## src/common/aidm_consts.vh

```
// Purpose: constants for the agent identifier destination map entry block
// Assumes: 32-bit APB register bus, 10 MHz pclk
// Notes:   one entry per agent identifier, one aligned word per entry
//
// Overview of operation
// non-zero aggregation count means field value plus one ports, a power of two
// count zero disables aggregation; 1h,3h,7h,Fh valid; other values reserved
// port select is group first port; members follow consecutively, unaligned allowed
// aggregation count resets to zero; held zero for local destinations
// link selector bits 20:15 select link 0 to 63
// software programs identical link on all ports of an aggregated group
// link selector resets to zero; held zero for local destinations
// inbound port lookups give next-hop port and link or local destination
// outbound agent lookups give egress port and link
// each index names one destination agent, never home and slave together
// clearing an entry need not block on-chip agent to agent routing
// bit 0 is mapping valid flag, clears on reset
// bit 1 selects destination kind: zero local, one port
// bits 7:4 select egress port; aggregated base must leave room for group
// reserved bits 14 and 31:21 read back as written, no routing effect
`ifndef AIDM_CONSTS_VH
`define AIDM_CONSTS_VH

`define AIDM_BIT_VALID      0
`define AIDM_BIT_KIND       1
`define AIDM_PORT_LSB       4
`define AIDM_PORT_MSB       7
`define AIDM_AGG_LSB        10
`define AIDM_AGG_MSB        13
`define AIDM_LINK_LSB       15
`define AIDM_LINK_MSB       20
`define AIDM_RSVD_BIT       14
`define AIDM_RSVD_LSB       21
`define AIDM_RSVD_MSB       31
`define AIDM_ENTRY_RESET    32'h00000000
`define AIDM_AGG_NONE       4'h0
`define AIDM_AGG_2          4'h1
`define AIDM_AGG_4          4'h3
`define AIDM_AGG_8          4'h7
`define AIDM_AGG_16         4'hF
`define AIDM_LINK_ZERO      6'h00
`define AIDM_PORT_ZERO      4'h0
`define AIDM_REG_CTRL       12'hF00
`define AIDM_REG_STATUS     12'hF04
`define AIDM_ENTRY_SPAN     12'h800

`endif

```

## src/logic/aidm_route_map.v

```verilog
// Purpose: agent identifier destination map with APB access and two lookup ports
// Assumes: APB slave, zero wait states; lookups are synchronous single-cycle requests
// Notes:   function-level reset does not touch the map; only presetn clears it

`include "aidm_consts.vh"

module aidm_route_map #(
	parameter N_AGENTS = 16,
	parameter ID_W     = 4
) (
	input  wire            pclk,
	input  wire            presetn,
	input  wire            psel,
	input  wire            penable,
	input  wire            pwrite,
	input  wire [11:0]     paddr,
	input  wire [31:0]     pwdata,
	output reg  [31:0]     prdata,
	output reg             pready,
	output reg             pslverr,
	input  wire            flr_req,
	input  wire            in_req,
	input  wire [ID_W-1:0] in_id,
	output reg             in_ack,
	output reg             in_hit,
	output reg             in_local,
	output reg  [3:0]      in_port,
	output reg  [4:0]      in_group,
	output reg  [5:0]      in_link,
	input  wire            out_req,
	input  wire [ID_W-1:0] out_id,
	output reg             out_ack,
	output reg             out_hit,
	output reg  [3:0]      out_port,
	output reg  [4:0]      out_group,
	output reg  [5:0]      out_link,
	output reg             lookup_err
);
	// ********************************
	// storage and write sanitising
	// ********************************
	reg [31:0] map_q [0:N_AGENTS-1];
	reg        lookup_en_q;
	reg        err_seen_q;

	wire       access = psel && penable;
	wire       is_entry = (paddr < `AIDM_ENTRY_SPAN);
	wire [9:0] widx = paddr[11:2];
	wire       idx_ok = ({22'h000000, widx} < N_AGENTS);

	// local destinations force port, count and link to zero
	function [31:0] clean_entry;
		input [31:0] w;
		begin
			clean_entry = w;
			if (!w[`AIDM_BIT_KIND]) begin
				clean_entry[`AIDM_PORT_MSB:`AIDM_PORT_LSB] = `AIDM_PORT_ZERO;
				clean_entry[`AIDM_AGG_MSB:`AIDM_AGG_LSB]   = `AIDM_AGG_NONE;
				clean_entry[`AIDM_LINK_MSB:`AIDM_LINK_LSB] = `AIDM_LINK_ZERO;
			end
			clean_entry[3:2] = 2'b00;
			clean_entry[9:8] = 2'b00;
		end
	endfunction

	genvar g;
	generate
		for (g = 0; g < N_AGENTS; g = g + 1) begin : gen_entry
			// flr_req deliberately absent: entries survive function-level reset
			always @(posedge pclk or negedge presetn) begin
				if (!presetn) begin
					map_q[g] <= `AIDM_ENTRY_RESET;
				end else if (access && pwrite && is_entry && widx == g) begin
					map_q[g] <= clean_entry(pwdata);
				end
			end
		end
	endgenerate

	// ********************************
	// apb slave
	// ********************************
	reg [31:0] rd_d;
	reg        err_d;

	always @* begin
		rd_d  = 32'h00000000;
		err_d = 1'b0;
		if (is_entry) begin
			if (idx_ok)
				rd_d = map_q[widx[ID_W-1:0]];
			else
				err_d = 1'b1;
		end else if (paddr == `AIDM_REG_CTRL) begin
			rd_d = {31'h00000000, lookup_en_q};
		end else if (paddr == `AIDM_REG_STATUS) begin
			rd_d = {31'h00000000, err_seen_q};
		end else begin
			err_d = 1'b1;
		end
	end

	always @(posedge pclk or negedge presetn) begin
		if (!presetn) begin
			prdata      <= 32'h00000000;
			pready      <= 1'b0;
			pslverr     <= 1'b0;
			lookup_en_q <= 1'b1;
		end else begin
			// answer in the access cycle itself: pready high on first penable edge
			pready  <= psel && !penable;
			pslverr <= psel && !penable && err_d;
			prdata  <= (psel && !penable && !pwrite) ? rd_d : 32'h00000000;
			if (access && pwrite && paddr == `AIDM_REG_CTRL)
				lookup_en_q <= pwdata[0];
		end
	end

	// ********************************
	// lookups
	// ********************************
	wire        ih, ip, ib, oh, op, ob;
	wire [3:0]  ipt, opt;
	wire [4:0]  igr, ogr;
	wire [5:0]  ilk, olk;

	aidm_lookup u_in (
		.entry      (map_q[in_id]),
		.hit        (ih),
		.to_port    (ip),
		.first_port (ipt),
		.group_size (igr),
		.link       (ilk),
		.bad_entry  (ib)
	);

	aidm_lookup u_out (
		.entry      (map_q[out_id]),
		.hit        (oh),
		.to_port    (op),
		.first_port (opt),
		.group_size (ogr),
		.link       (olk),
		.bad_entry  (ob)
	);

	wire in_ok  = lookup_en_q && ih && !ib;
	wire out_ok = lookup_en_q && oh && op && !ob;

	always @(posedge pclk or negedge presetn) begin
		if (!presetn) begin
			in_ack <= 1'b0; in_hit <= 1'b0; in_local <= 1'b0;
			in_port <= 4'h0; in_group <= 5'h00; in_link <= 6'h00;
			out_ack <= 1'b0; out_hit <= 1'b0;
			out_port <= 4'h0; out_group <= 5'h00; out_link <= 6'h00;
			lookup_err <= 1'b0;
			err_seen_q <= 1'b0;
		end else begin
			in_ack   <= in_req;
			in_hit   <= in_req && in_ok;
			in_local <= in_req && in_ok && !ip;
			in_port  <= in_req ? ipt : 4'h0;
			in_group <= in_req ? igr : 5'h00;
			in_link  <= in_req ? ilk : 6'h00;
			out_ack   <= out_req;
			// local destinations between agents are routed elsewhere, so only port hits count
			out_hit   <= out_req && out_ok;
			out_port  <= out_req ? opt : 4'h0;
			out_group <= out_req ? ogr : 5'h00;
			out_link  <= out_req ? olk : 6'h00;
			lookup_err <= (in_req && ih && ib) || (out_req && oh && ob);
			// set wins over the software clear
			if ((in_req && ih && ib) || (out_req && oh && ob))
				err_seen_q <= 1'b1;
			else if (access && pwrite && paddr == `AIDM_REG_STATUS && pwdata[0])
				err_seen_q <= 1'b0;
		end
	end
endmodule

```

## src/logic/aidm_lookup.v

```verilog
// Purpose: decodes one map entry into a routing answer
// Assumes: entry word laid out as in the constants header
// Notes:   purely combinational; registered by the caller

`include "aidm_consts.vh"

module aidm_lookup (
	input  wire [31:0] entry,
	output reg         hit,
	output reg         to_port,
	output reg  [3:0]  first_port,
	output reg  [4:0]  group_size,
	output reg  [5:0]  link,
	output reg         bad_entry
);
	reg [3:0] agg;
	reg       agg_ok;
	reg [4:0] last_port;

	always @* begin
		agg        = entry[`AIDM_AGG_MSB:`AIDM_AGG_LSB];
		hit        = entry[`AIDM_BIT_VALID];
		to_port    = entry[`AIDM_BIT_KIND];
		first_port = entry[`AIDM_PORT_MSB:`AIDM_PORT_LSB];
		link       = entry[`AIDM_LINK_MSB:`AIDM_LINK_LSB];

		agg_ok = (agg == `AIDM_AGG_NONE) || (agg == `AIDM_AGG_2) ||
			(agg == `AIDM_AGG_4) || (agg == `AIDM_AGG_8) || (agg == `AIDM_AGG_16);
		group_size = {1'b0, agg} + 5'h01;
		last_port  = {1'b0, first_port} + {1'b0, agg};
		bad_entry  = hit && to_port && (!agg_ok || last_port[4]);
		if (!to_port) begin
			// local destinations carry no port, link or group
			first_port = `AIDM_PORT_ZERO;
			link       = `AIDM_LINK_ZERO;
			group_size = 5'h01;
		end
	end
endmodule

```

## config.mk

```make
export PLATFORM = sky130hd
export DESIGN_NAME = aidm_route_map
export DESIGN_NICKNAME = d
export VERILOG_FILES = /design/src/logic/aidm_route_map.v /design/src/logic/aidm_lookup.v
export VERILOG_INCLUDE_DIRS = /design/src /design/src/common
export SDC_FILE = /design/constraint.sdc
export NUM_CORES = 1
export LEC_CHECK = 0
export BUFFER_PORTS_ARGS = -buffer_cell sky130_fd_sc_hd__clkbuf_2
export CORE_MARGIN = 8
export CORE_UTILIZATION = 70
export CTS_BUF_LIST = sky130_fd_sc_hd__clkbuf_4
export CTS_CLUSTER_SIZE = 30
export DETAILED_ROUTE_END_ITERATION = 12
export PLACE_DENSITY = 0.86
export SYNTH_ARGS = -nofsm -noshare
export SYNTH_HDL_FRONTEND = slang
export SYNTH_HIERARCHICAL = 1
export SYNTH_SLANG_ARGS = --single-unit
export TNS_END_PERCENT = 10
```

## constraint.sdc

```tcl
create_clock -name pclk -period 4 [get_ports pclk]
set_input_delay 0.8 -clock pclk [delete_from_list [all_inputs] [get_ports pclk]]
set_output_delay 0.8 -clock pclk [all_outputs]
set_load 0.05 [all_outputs]
```

## Word-level counts from Yosys, hierarchy flattened

Cells that the tools add are included.

| cells by class | value |
|---|---|
| muxes and demuxes | 35 |
| $mul | 0 |
| reduce and logical (&&, ||, !) cells | 63 |
| divide/modulo/power cells | 0 |
| shifts and indexed selects | 0 |
| bitwise gates (word level) | 3 |
| $add $sub $neg | 4 |
| order comparisons | 5 |
| equal/unequal tests | 25 |

Operators by type and width:

| cell | number |
|---|---|
| 32-bit binary-select mux with 4-bit select | 3 |
| 32-bit 2-to-1 mux | 5 |
| 21-bit 2-to-1 mux | 4 |
| 10-bit by 4-bit equality test with 1-bit output, second input constant | 8 |
| 1-bit logical AND | 41 |
| 10-bit by 3-bit equality test with 1-bit output, second input constant | 4 |
| 6-bit 2-to-1 mux | 5 |
| 12-bit equality test, second input constant | 2 |
| 4-bit 2-to-1 mux | 6 |
| 10-bit by 2-bit equality test with 1-bit output, second input constant | 2 |
| 5-bit 2-to-1 mux | 4 |
| 5-bit greater-or-equal comparator, second input constant | 3 |
| 4-bit NOT with 5-bit output | 3 |
| 12-bit < comparator, second input constant | 1 |
| 1-bit logical OR | 11 |
| 4-bit by 1-bit adder with 5-bit output, second input constant | 2 |
| 4-bit by 4-bit adder with 5-bit output | 2 |
| 10-bit by 1-bit equality test with 1-bit output, second input constant | 1 |
| 10-bit zero test | 1 |
| 10-bit by 5-bit < comparator with 1-bit output, second input constant | 1 |
| 4-bit by 1-bit equality test with 1-bit output, second input constant | 2 |
| 4-bit by 2-bit equality test with 1-bit output, second input constant | 2 |
| 4-bit by 3-bit equality test with 1-bit output, second input constant | 2 |
| 4-bit equality test, second input constant | 2 |
| other kinds (4) | 18 |

| storage, ports and cells | value |
|---|---|
| ROM bits | 0 |
| bits of input ports | 60 |
| register bits after elaboration | 520 |
| output and inout bits | 70 |
| logic and storage cells | 168 |
| RAM bits | 0 |
| bits in latches | 0 |
| memories kept | 0 |

## Logic depth before layout (Yosys ltp)

| depth | value |
|---|---|
| word-level depth | 16 |
| gate-level depth with buffers | 12 |
| mapped depth without buffers | 9 |

## By module

Netlist, hierarchy kept.

Modules (own cells, without submodules):

| module | seq. area each (sq um) | cells each | instances | area each (sq um) |
|---|---|---|---|---|
| aidm_route_map | 12913.6 | 1748 | 1 | 29399.4 |
| aidm_lookup | 0.0 | 38 | 2 | 274.0 |

## Worst setup path after synthesis

No wires, ideal clock.

| timing | value |
|---|---|
| kind | input to register |
| start point | input in_id[0] |
| end point | register in_local |
| slack | 0.266 ns |
| cell stages on the path | 10 |
| arrival | 3.661 ns |
| setup time | 0.073 ns |
| buffers on the path | 3 |
| data required time | 3.927 ns |
| cell sequence | clkbuf_1 -> buf_1 -> buf_2 -> mux4_2 -> mux4_2 -> ha_1 -> a221oi_2 -> a31oi_1 -> and4b_1 -> nor2b_1 |

| on the way | value |
|---|---|
| word-level cells in the longest chain between the ends | 16 |
| elaborated cells on any way between the ends | 24 |
| those cells by class | add/sub: 1; eq/ne: 4; mux: 3; bitwise: 1; reduce/logical: 15 |

RTL lines:

| element | line | text |
|---|---|---|
| start: declaration | aidm_route_map.v:23 | `input wire [ID_W-1:0] in_id,` |
| 4-bit NOT with 5-bit output (not written as such) * | aidm_route_map.v:128 | `.entry (map_q[in_id]),` |
| 32-bit binary-select mux with 4-bit select * | aidm_route_map.v:128 |  |
| 21-bit 2-to-1 mux (not written as such) * (2 in a row) | aidm_route_map.v:128 |  |
| 4-bit by 1-bit equality test with 1-bit output (no source line) / 4-bit zero test (equally long branches) | -- |  |
| 1-bit logical OR (4 in a row) | aidm_lookup.v:27 | `` agg_ok = (agg == `AIDM_AGG_NONE) \|\| (agg == `AIDM_AGG_2) \|\| `` |
| 1-bit zero test | aidm_lookup.v:31 | `bad_entry = hit && to_port && (!agg_ok \|\| last_port[4]);` |
| 1-bit logical OR | aidm_lookup.v:31 |  |
| 1-bit logical AND * | aidm_lookup.v:31 |  |
| via ib | aidm_route_map.v:122 | `wire ih, ip, ib, oh, op, ob;` |
| 1-bit zero test * | aidm_route_map.v:147 | `wire in_ok = lookup_en_q && ih && !ib;` |
| 1-bit logical AND * | aidm_route_map.v:147 |  |
| 1-bit logical AND * (2 in a row) | aidm_route_map.v:161 | `in_local <= in_req && in_ok && !ip;` |
| end signal: assignment | aidm_route_map.v:161 |  |
| end: declaration | aidm_route_map.v:26 | `output reg in_local,` |

Mark *: on every way through the listed nets, which the timed path passes. The rest lies on a longest branch. The select of a mux whose other input is x is not followed.
A chain may end at the register's enable or synchronous reset.

## Final worst setup path

Same ends and word-level chain as after synthesis.

==> load_flow_metrics.sql <==
INSERT INTO impl_metrics (metric_group, metric, value, unit) VALUES
('outcome', 'outcome', 'complete, no violations', ''),
('critical_path', 'required_arrival_time_at_the_worst_endpoint', '4.77', 'ns'),
('place', 'place_hpwl', '39800', 'um'),
('power', 'clock_power_share', '42.6', '%'),
('power', 'seqPwrFrac', '51.3', '%'),
('critical_path', 'crit_arrival', '3.59', 'ns'),
('clock_tree', 'cts.path.max_buffers', '3', ''),
('place', 'gp_congestion', '0.829', ''),
('worst_hold_path', 'timing.hold.worst.class', 'input pin to register', ''),
('job', 'drv.max_cap_violation_count', '0', ''),
('timing', 'whs', '0.208', 'ns'),
('routing', 'drt_iter0_markers', '1447', ''),
('timing', 'period_minus_slack', '2.83', 'ns'),
('logic_synthesis', 'synth.cell_area', '27200', 'sq um'),
('clock_tree', 'cts.repair_timing.setup_buffer_count', '0', ''),
('timing', 'worst_slew_margin_rel', '42.5', '%'),
('place', 'buffer_ports.inserted', '120', ''),
('clock_tree', 'insertion_delay', '0.84', 'ns'),
('logic_synthesis', 'synthesis.yosys.warnings', '6', ''),
('logic_synthesis', 'synth_instances', '1700', ''),
('clock_tree', 'cts_tree', 'done', ''),
('power', 'gate_power_share', '6.1', '%'),
('routing', 'vias_per_cell', '6.84', ''),
('power', 'p_leak', '13.9', 'nW'),
('timing', 'maxSlewViolCount', '0', ''),
('global_route', 'grt_start_max_net_pins', '93', ''),
('routing', 'drt_drc_violations_left', '0', ''),
('floorplanning', 'floorplan.io_pins', '130', ''),
('floorplanning', 'floorplan.rows', '72', ''),
('critical_path', 'cpMaxStageDelayCell', 'sky130_fd_sc_hd__mux4_2', ''),
('critical_path', 'ff2ff_setup_slack', '1.18', 'ns'),
('critical_path', 'crit_path_max_incr_delay', '0.58', 'ns'),
('timing', 'final_cycle_utilization_of_the_critical_path', '70.7', '%'),
('timing', 'report.final.hold_viol_count', '0', ''),
('global_route', 'antenna_violations_before_repair', '1', ''),
('timing', 'worst_margin_pin_slew', '0.862', 'ns'),
('critical_path', 'setup.worst_path.end_class', 'register', ''),
('routing', 'antenna_violating_nets_post_route', '0', ''),
('cells_and_area', 'area_growth_syn_to_layout', '9.53', '%'),
('floorplanning', 'core-area', '38600', 'sq um'),
('clock_tree', 'cts_root_buf', 'sky130_fd_sc_hd__clkbuf_4', ''),
('cells_and_area', 'final_net_count', '1911', ''),
('timing', 'fin_setup_tns', '0', 'ns'),
('critical_path', 'timing.critical_path.mode_cell', 'sky130_fd_sc_hd__mux4_2', ''),
('clock_tree', 'cts.sinks', '516', ''),
('routing', 'route.met2.wl', '32600', 'um'),
('timing', 'final-setup-viol-count', '0', ''),
('global_route', 'overflow', '0', ''),
('routing', 'routed_wl', '66100', 'um'),
('clock_tree', 'cts_resized', '0', ''),
('clock_tree', 'clock_transition_at_path_regs', '0.07', 'ns'),
('critical_path', 'critPathLaunchType', 'input pin', ''),
('routing', 'post_drt_wl_per_cell', '27.0', 'um'),
('power', 'vdd_ir_drop_max', '0.286', 'mV'),
('power', 'power_switching_share', '25.7', '%'),
('global_route', 'first_global_vias', '18000', ''),
('floorplanning', 'die_w', '213', 'um'),
('floorplanning', 'die_h', '213', 'um'),
('routing', 'dr_total_vias', '16700', ''),
('power', 'internal_power', '7.58', 'mW'),
('timing', 'rsz_0062_raised_after_global_routing', 'false', ''),
('power', 'total_switching_power', '2.62', 'mW'),
('timing', 'worst_clock_skew', '0.0442', 'ns'),
('routing', 'top_layer', 'met4', ''),
('cells_and_area', 'filler_cell_count', '2272', ''),
('clock_tree', 'cts_buffer_count', '135', ''),
('critical_path', 'critical_path.max_fanout', '30', ''),
('power', 'power_density', '342', 'nW/um^2'),
('global_route', 'globalRouteTotalUtil', '30.4', '%'),
('global_route', 'grt_first_pass_wirelength', '104000', 'um'),
('floorplanning', 'initial_core_util', '70.6', '%'),
('routing', 'wl_met3', '6270', 'um'),
('critical_path', 'timing.critical_path.cells', 'buf_4, buf_12, mux4_2, mux4_2, ha_1, a221oi_2, a31oi_1, and4b_1, nor2b_1', ''),
('critical_path', 'worstSetupPathType', 'input pin to register', ''),
('clock_tree', 'ctsHtreeMaxLevel', '4', ''),
('timing', 'fmax', '0.353', 'GHz'),
('floorplanning', 'floorplan.die_area', '45500', 'sq um'),
('routing', 'm1WireLength', '25000', 'um'),
('clock_tree', 'cts.hold.buffers_added', '1', ''),
('cells_and_area', 'drive_gt1_share', '57.3', '%'),
('logic_synthesis', 'synth.avg_cell_area', '16.0', 'sq um'),
('routing', 'first_pass_iters', '5', '');
==> path summary, 6_finish.rpt <==
path / from / end / cells after the start
setup / recovery: in_id[0] / in_local / 9
hold / removal: penable / pready / 2
setup reg to reg: map_q[13] / in_local / 7
hold reg to reg: map_q[442] / map_q[442] / 1
max in group asynchronous: presetn / map_q[112] / 3
min in group asynchronous: presetn / lookup_err / 2
==> power by group through the flow <==
stage / combinational (mW) / sequential (mW) / clock (mW)
2_1_floorplan: 0.347 / 5.34 / 0
3_3_place_gp: 0.612 / 5.33 / 0
3_5_place_dp: 0.623 / 5.33 / 0
4_1_cts: 0.626 / 5.24 / 4.46
5_1_grt: 0.668 / 5.23 / 4.74
6_report: 0.621 / 5.24 / 4.35
==> stage by stage <==
| stage | worst slack [ns] | utilization, % | instances | instance area, sq um | power [mW] |
|---|---|---|---|---|---|
| 2_1_floorplan | 0.371 | - | 1703 | 27200 | 5.69 |
| 3_3_place_gp | 0.431 | 73.1 | 2219 | 28200 | 5.94 |
| 3_5_place_dp | 0.344 | 73.1 | 2219 | 28200 | 5.96 |
| 4_1_cts | 1.20 | 77.3 | 2445 | 29800 | 10.3 |
| 5_1_grt | 1.08 | 77.3 | 2446 | 29800 | 10.6 |
| 6_report | 1.17 | 77.3 | 2446 | 29800 | 10.2 |
==> metal layers <==
metal / vias up / GRT usage [%]
li1: 6900 / -
met1: 8856 / 39.7
met2: 809 / 48.6
met3: 170 / 7.56
met4: 0 / 13.1
met5: - / 0
==> cell usage in the layout (no fill, tap or decap), types with 3 or more instances in the layout <==
cell type / instances
sky130_fd_sc_hd__dfrtp_1: 515
sky130_fd_sc_hd__mux2_2: 431
sky130_fd_sc_hd__mux4_2: 270
sky130_fd_sc_hd__clkbuf_4: 177
sky130_fd_sc_hd__clkbuf_2: 114
sky130_fd_sc_hd__and2_1: 56
sky130_fd_sc_hd__a211oi_1: 54
sky130_fd_sc_hd__buf_4: 40
sky130_fd_sc_hd__nor2b_1: 32
sky130_fd_sc_hd__mux2i_1: 32
sky130_fd_sc_hd__clkinv_1: 26
sky130_fd_sc_hd__buf_12: 20
sky130_fd_sc_hd__mux2_1: 18
sky130_fd_sc_hd__nor2_4: 16
sky130_fd_sc_hd__and2_0: 14
sky130_fd_sc_hd__ha_1: 12
sky130_fd_sc_hd__nand2_1: 10
sky130_fd_sc_hd__nor2_1: 8
sky130_fd_sc_hd__nand3_1: 8
sky130_fd_sc_hd__clkinv_2: 7
sky130_fd_sc_hd__inv_6: 5
sky130_fd_sc_hd__clkinvlp_4: 5
sky130_fd_sc_hd__conb_1: 4
sky130_fd_sc_hd__clkinv_4: 4
sky130_fd_sc_hd__inv_1: 4
sky130_fd_sc_hd__nand4_1: 3
sky130_fd_sc_hd__nand3_4: 3
==> sequential cells by signal (all words and copies together) (netlist names) <==
| register | count |
|---|---|
| out_link | 6 |
| map_q | 448 |
| in_port | 4 |
| in_link | 6 |
| in_local | 1 |
| lookup_en_q | 1 |
| out_group | 5 |
| err_seen_q | 1 |
| out_ack | 1 |
| pslverr | 1 |
| in_hit | 1 |
| in_ack | 1 |
| pready | 1 |
| lookup_err | 1 |
| in_group | 5 |
| out_hit | 1 |
| prdata | 28 |
| out_port | 4 |
==> worst max-delay path, delay by kind of cell <==
kind	cells	cell delay (ns)
compound gates	2	0.47
fa+ha+maj	1	0.36
buf+inv	2	0.36
simple gates	2	0.42
mux	2	1.15
==> layout make-up <==
type | count | area [sq um] | area share (%)
sequential | 516 | 12900 | 43.3
inverter | 4 | 15.0 | 0.0503
multi-input combinational | 1005 | 13300 | 44.7
antenna | 1 | 2.50 | 0.00839
clock inverter | 48 | 279 | 0.936
clock buffer | 177 | 1330 | 4.46
timing repair buffer | 177 | 1310 | 4.38
tap | 518 | 648 | 2.17
Note: power is estimated with default switching activity, not from simulation.
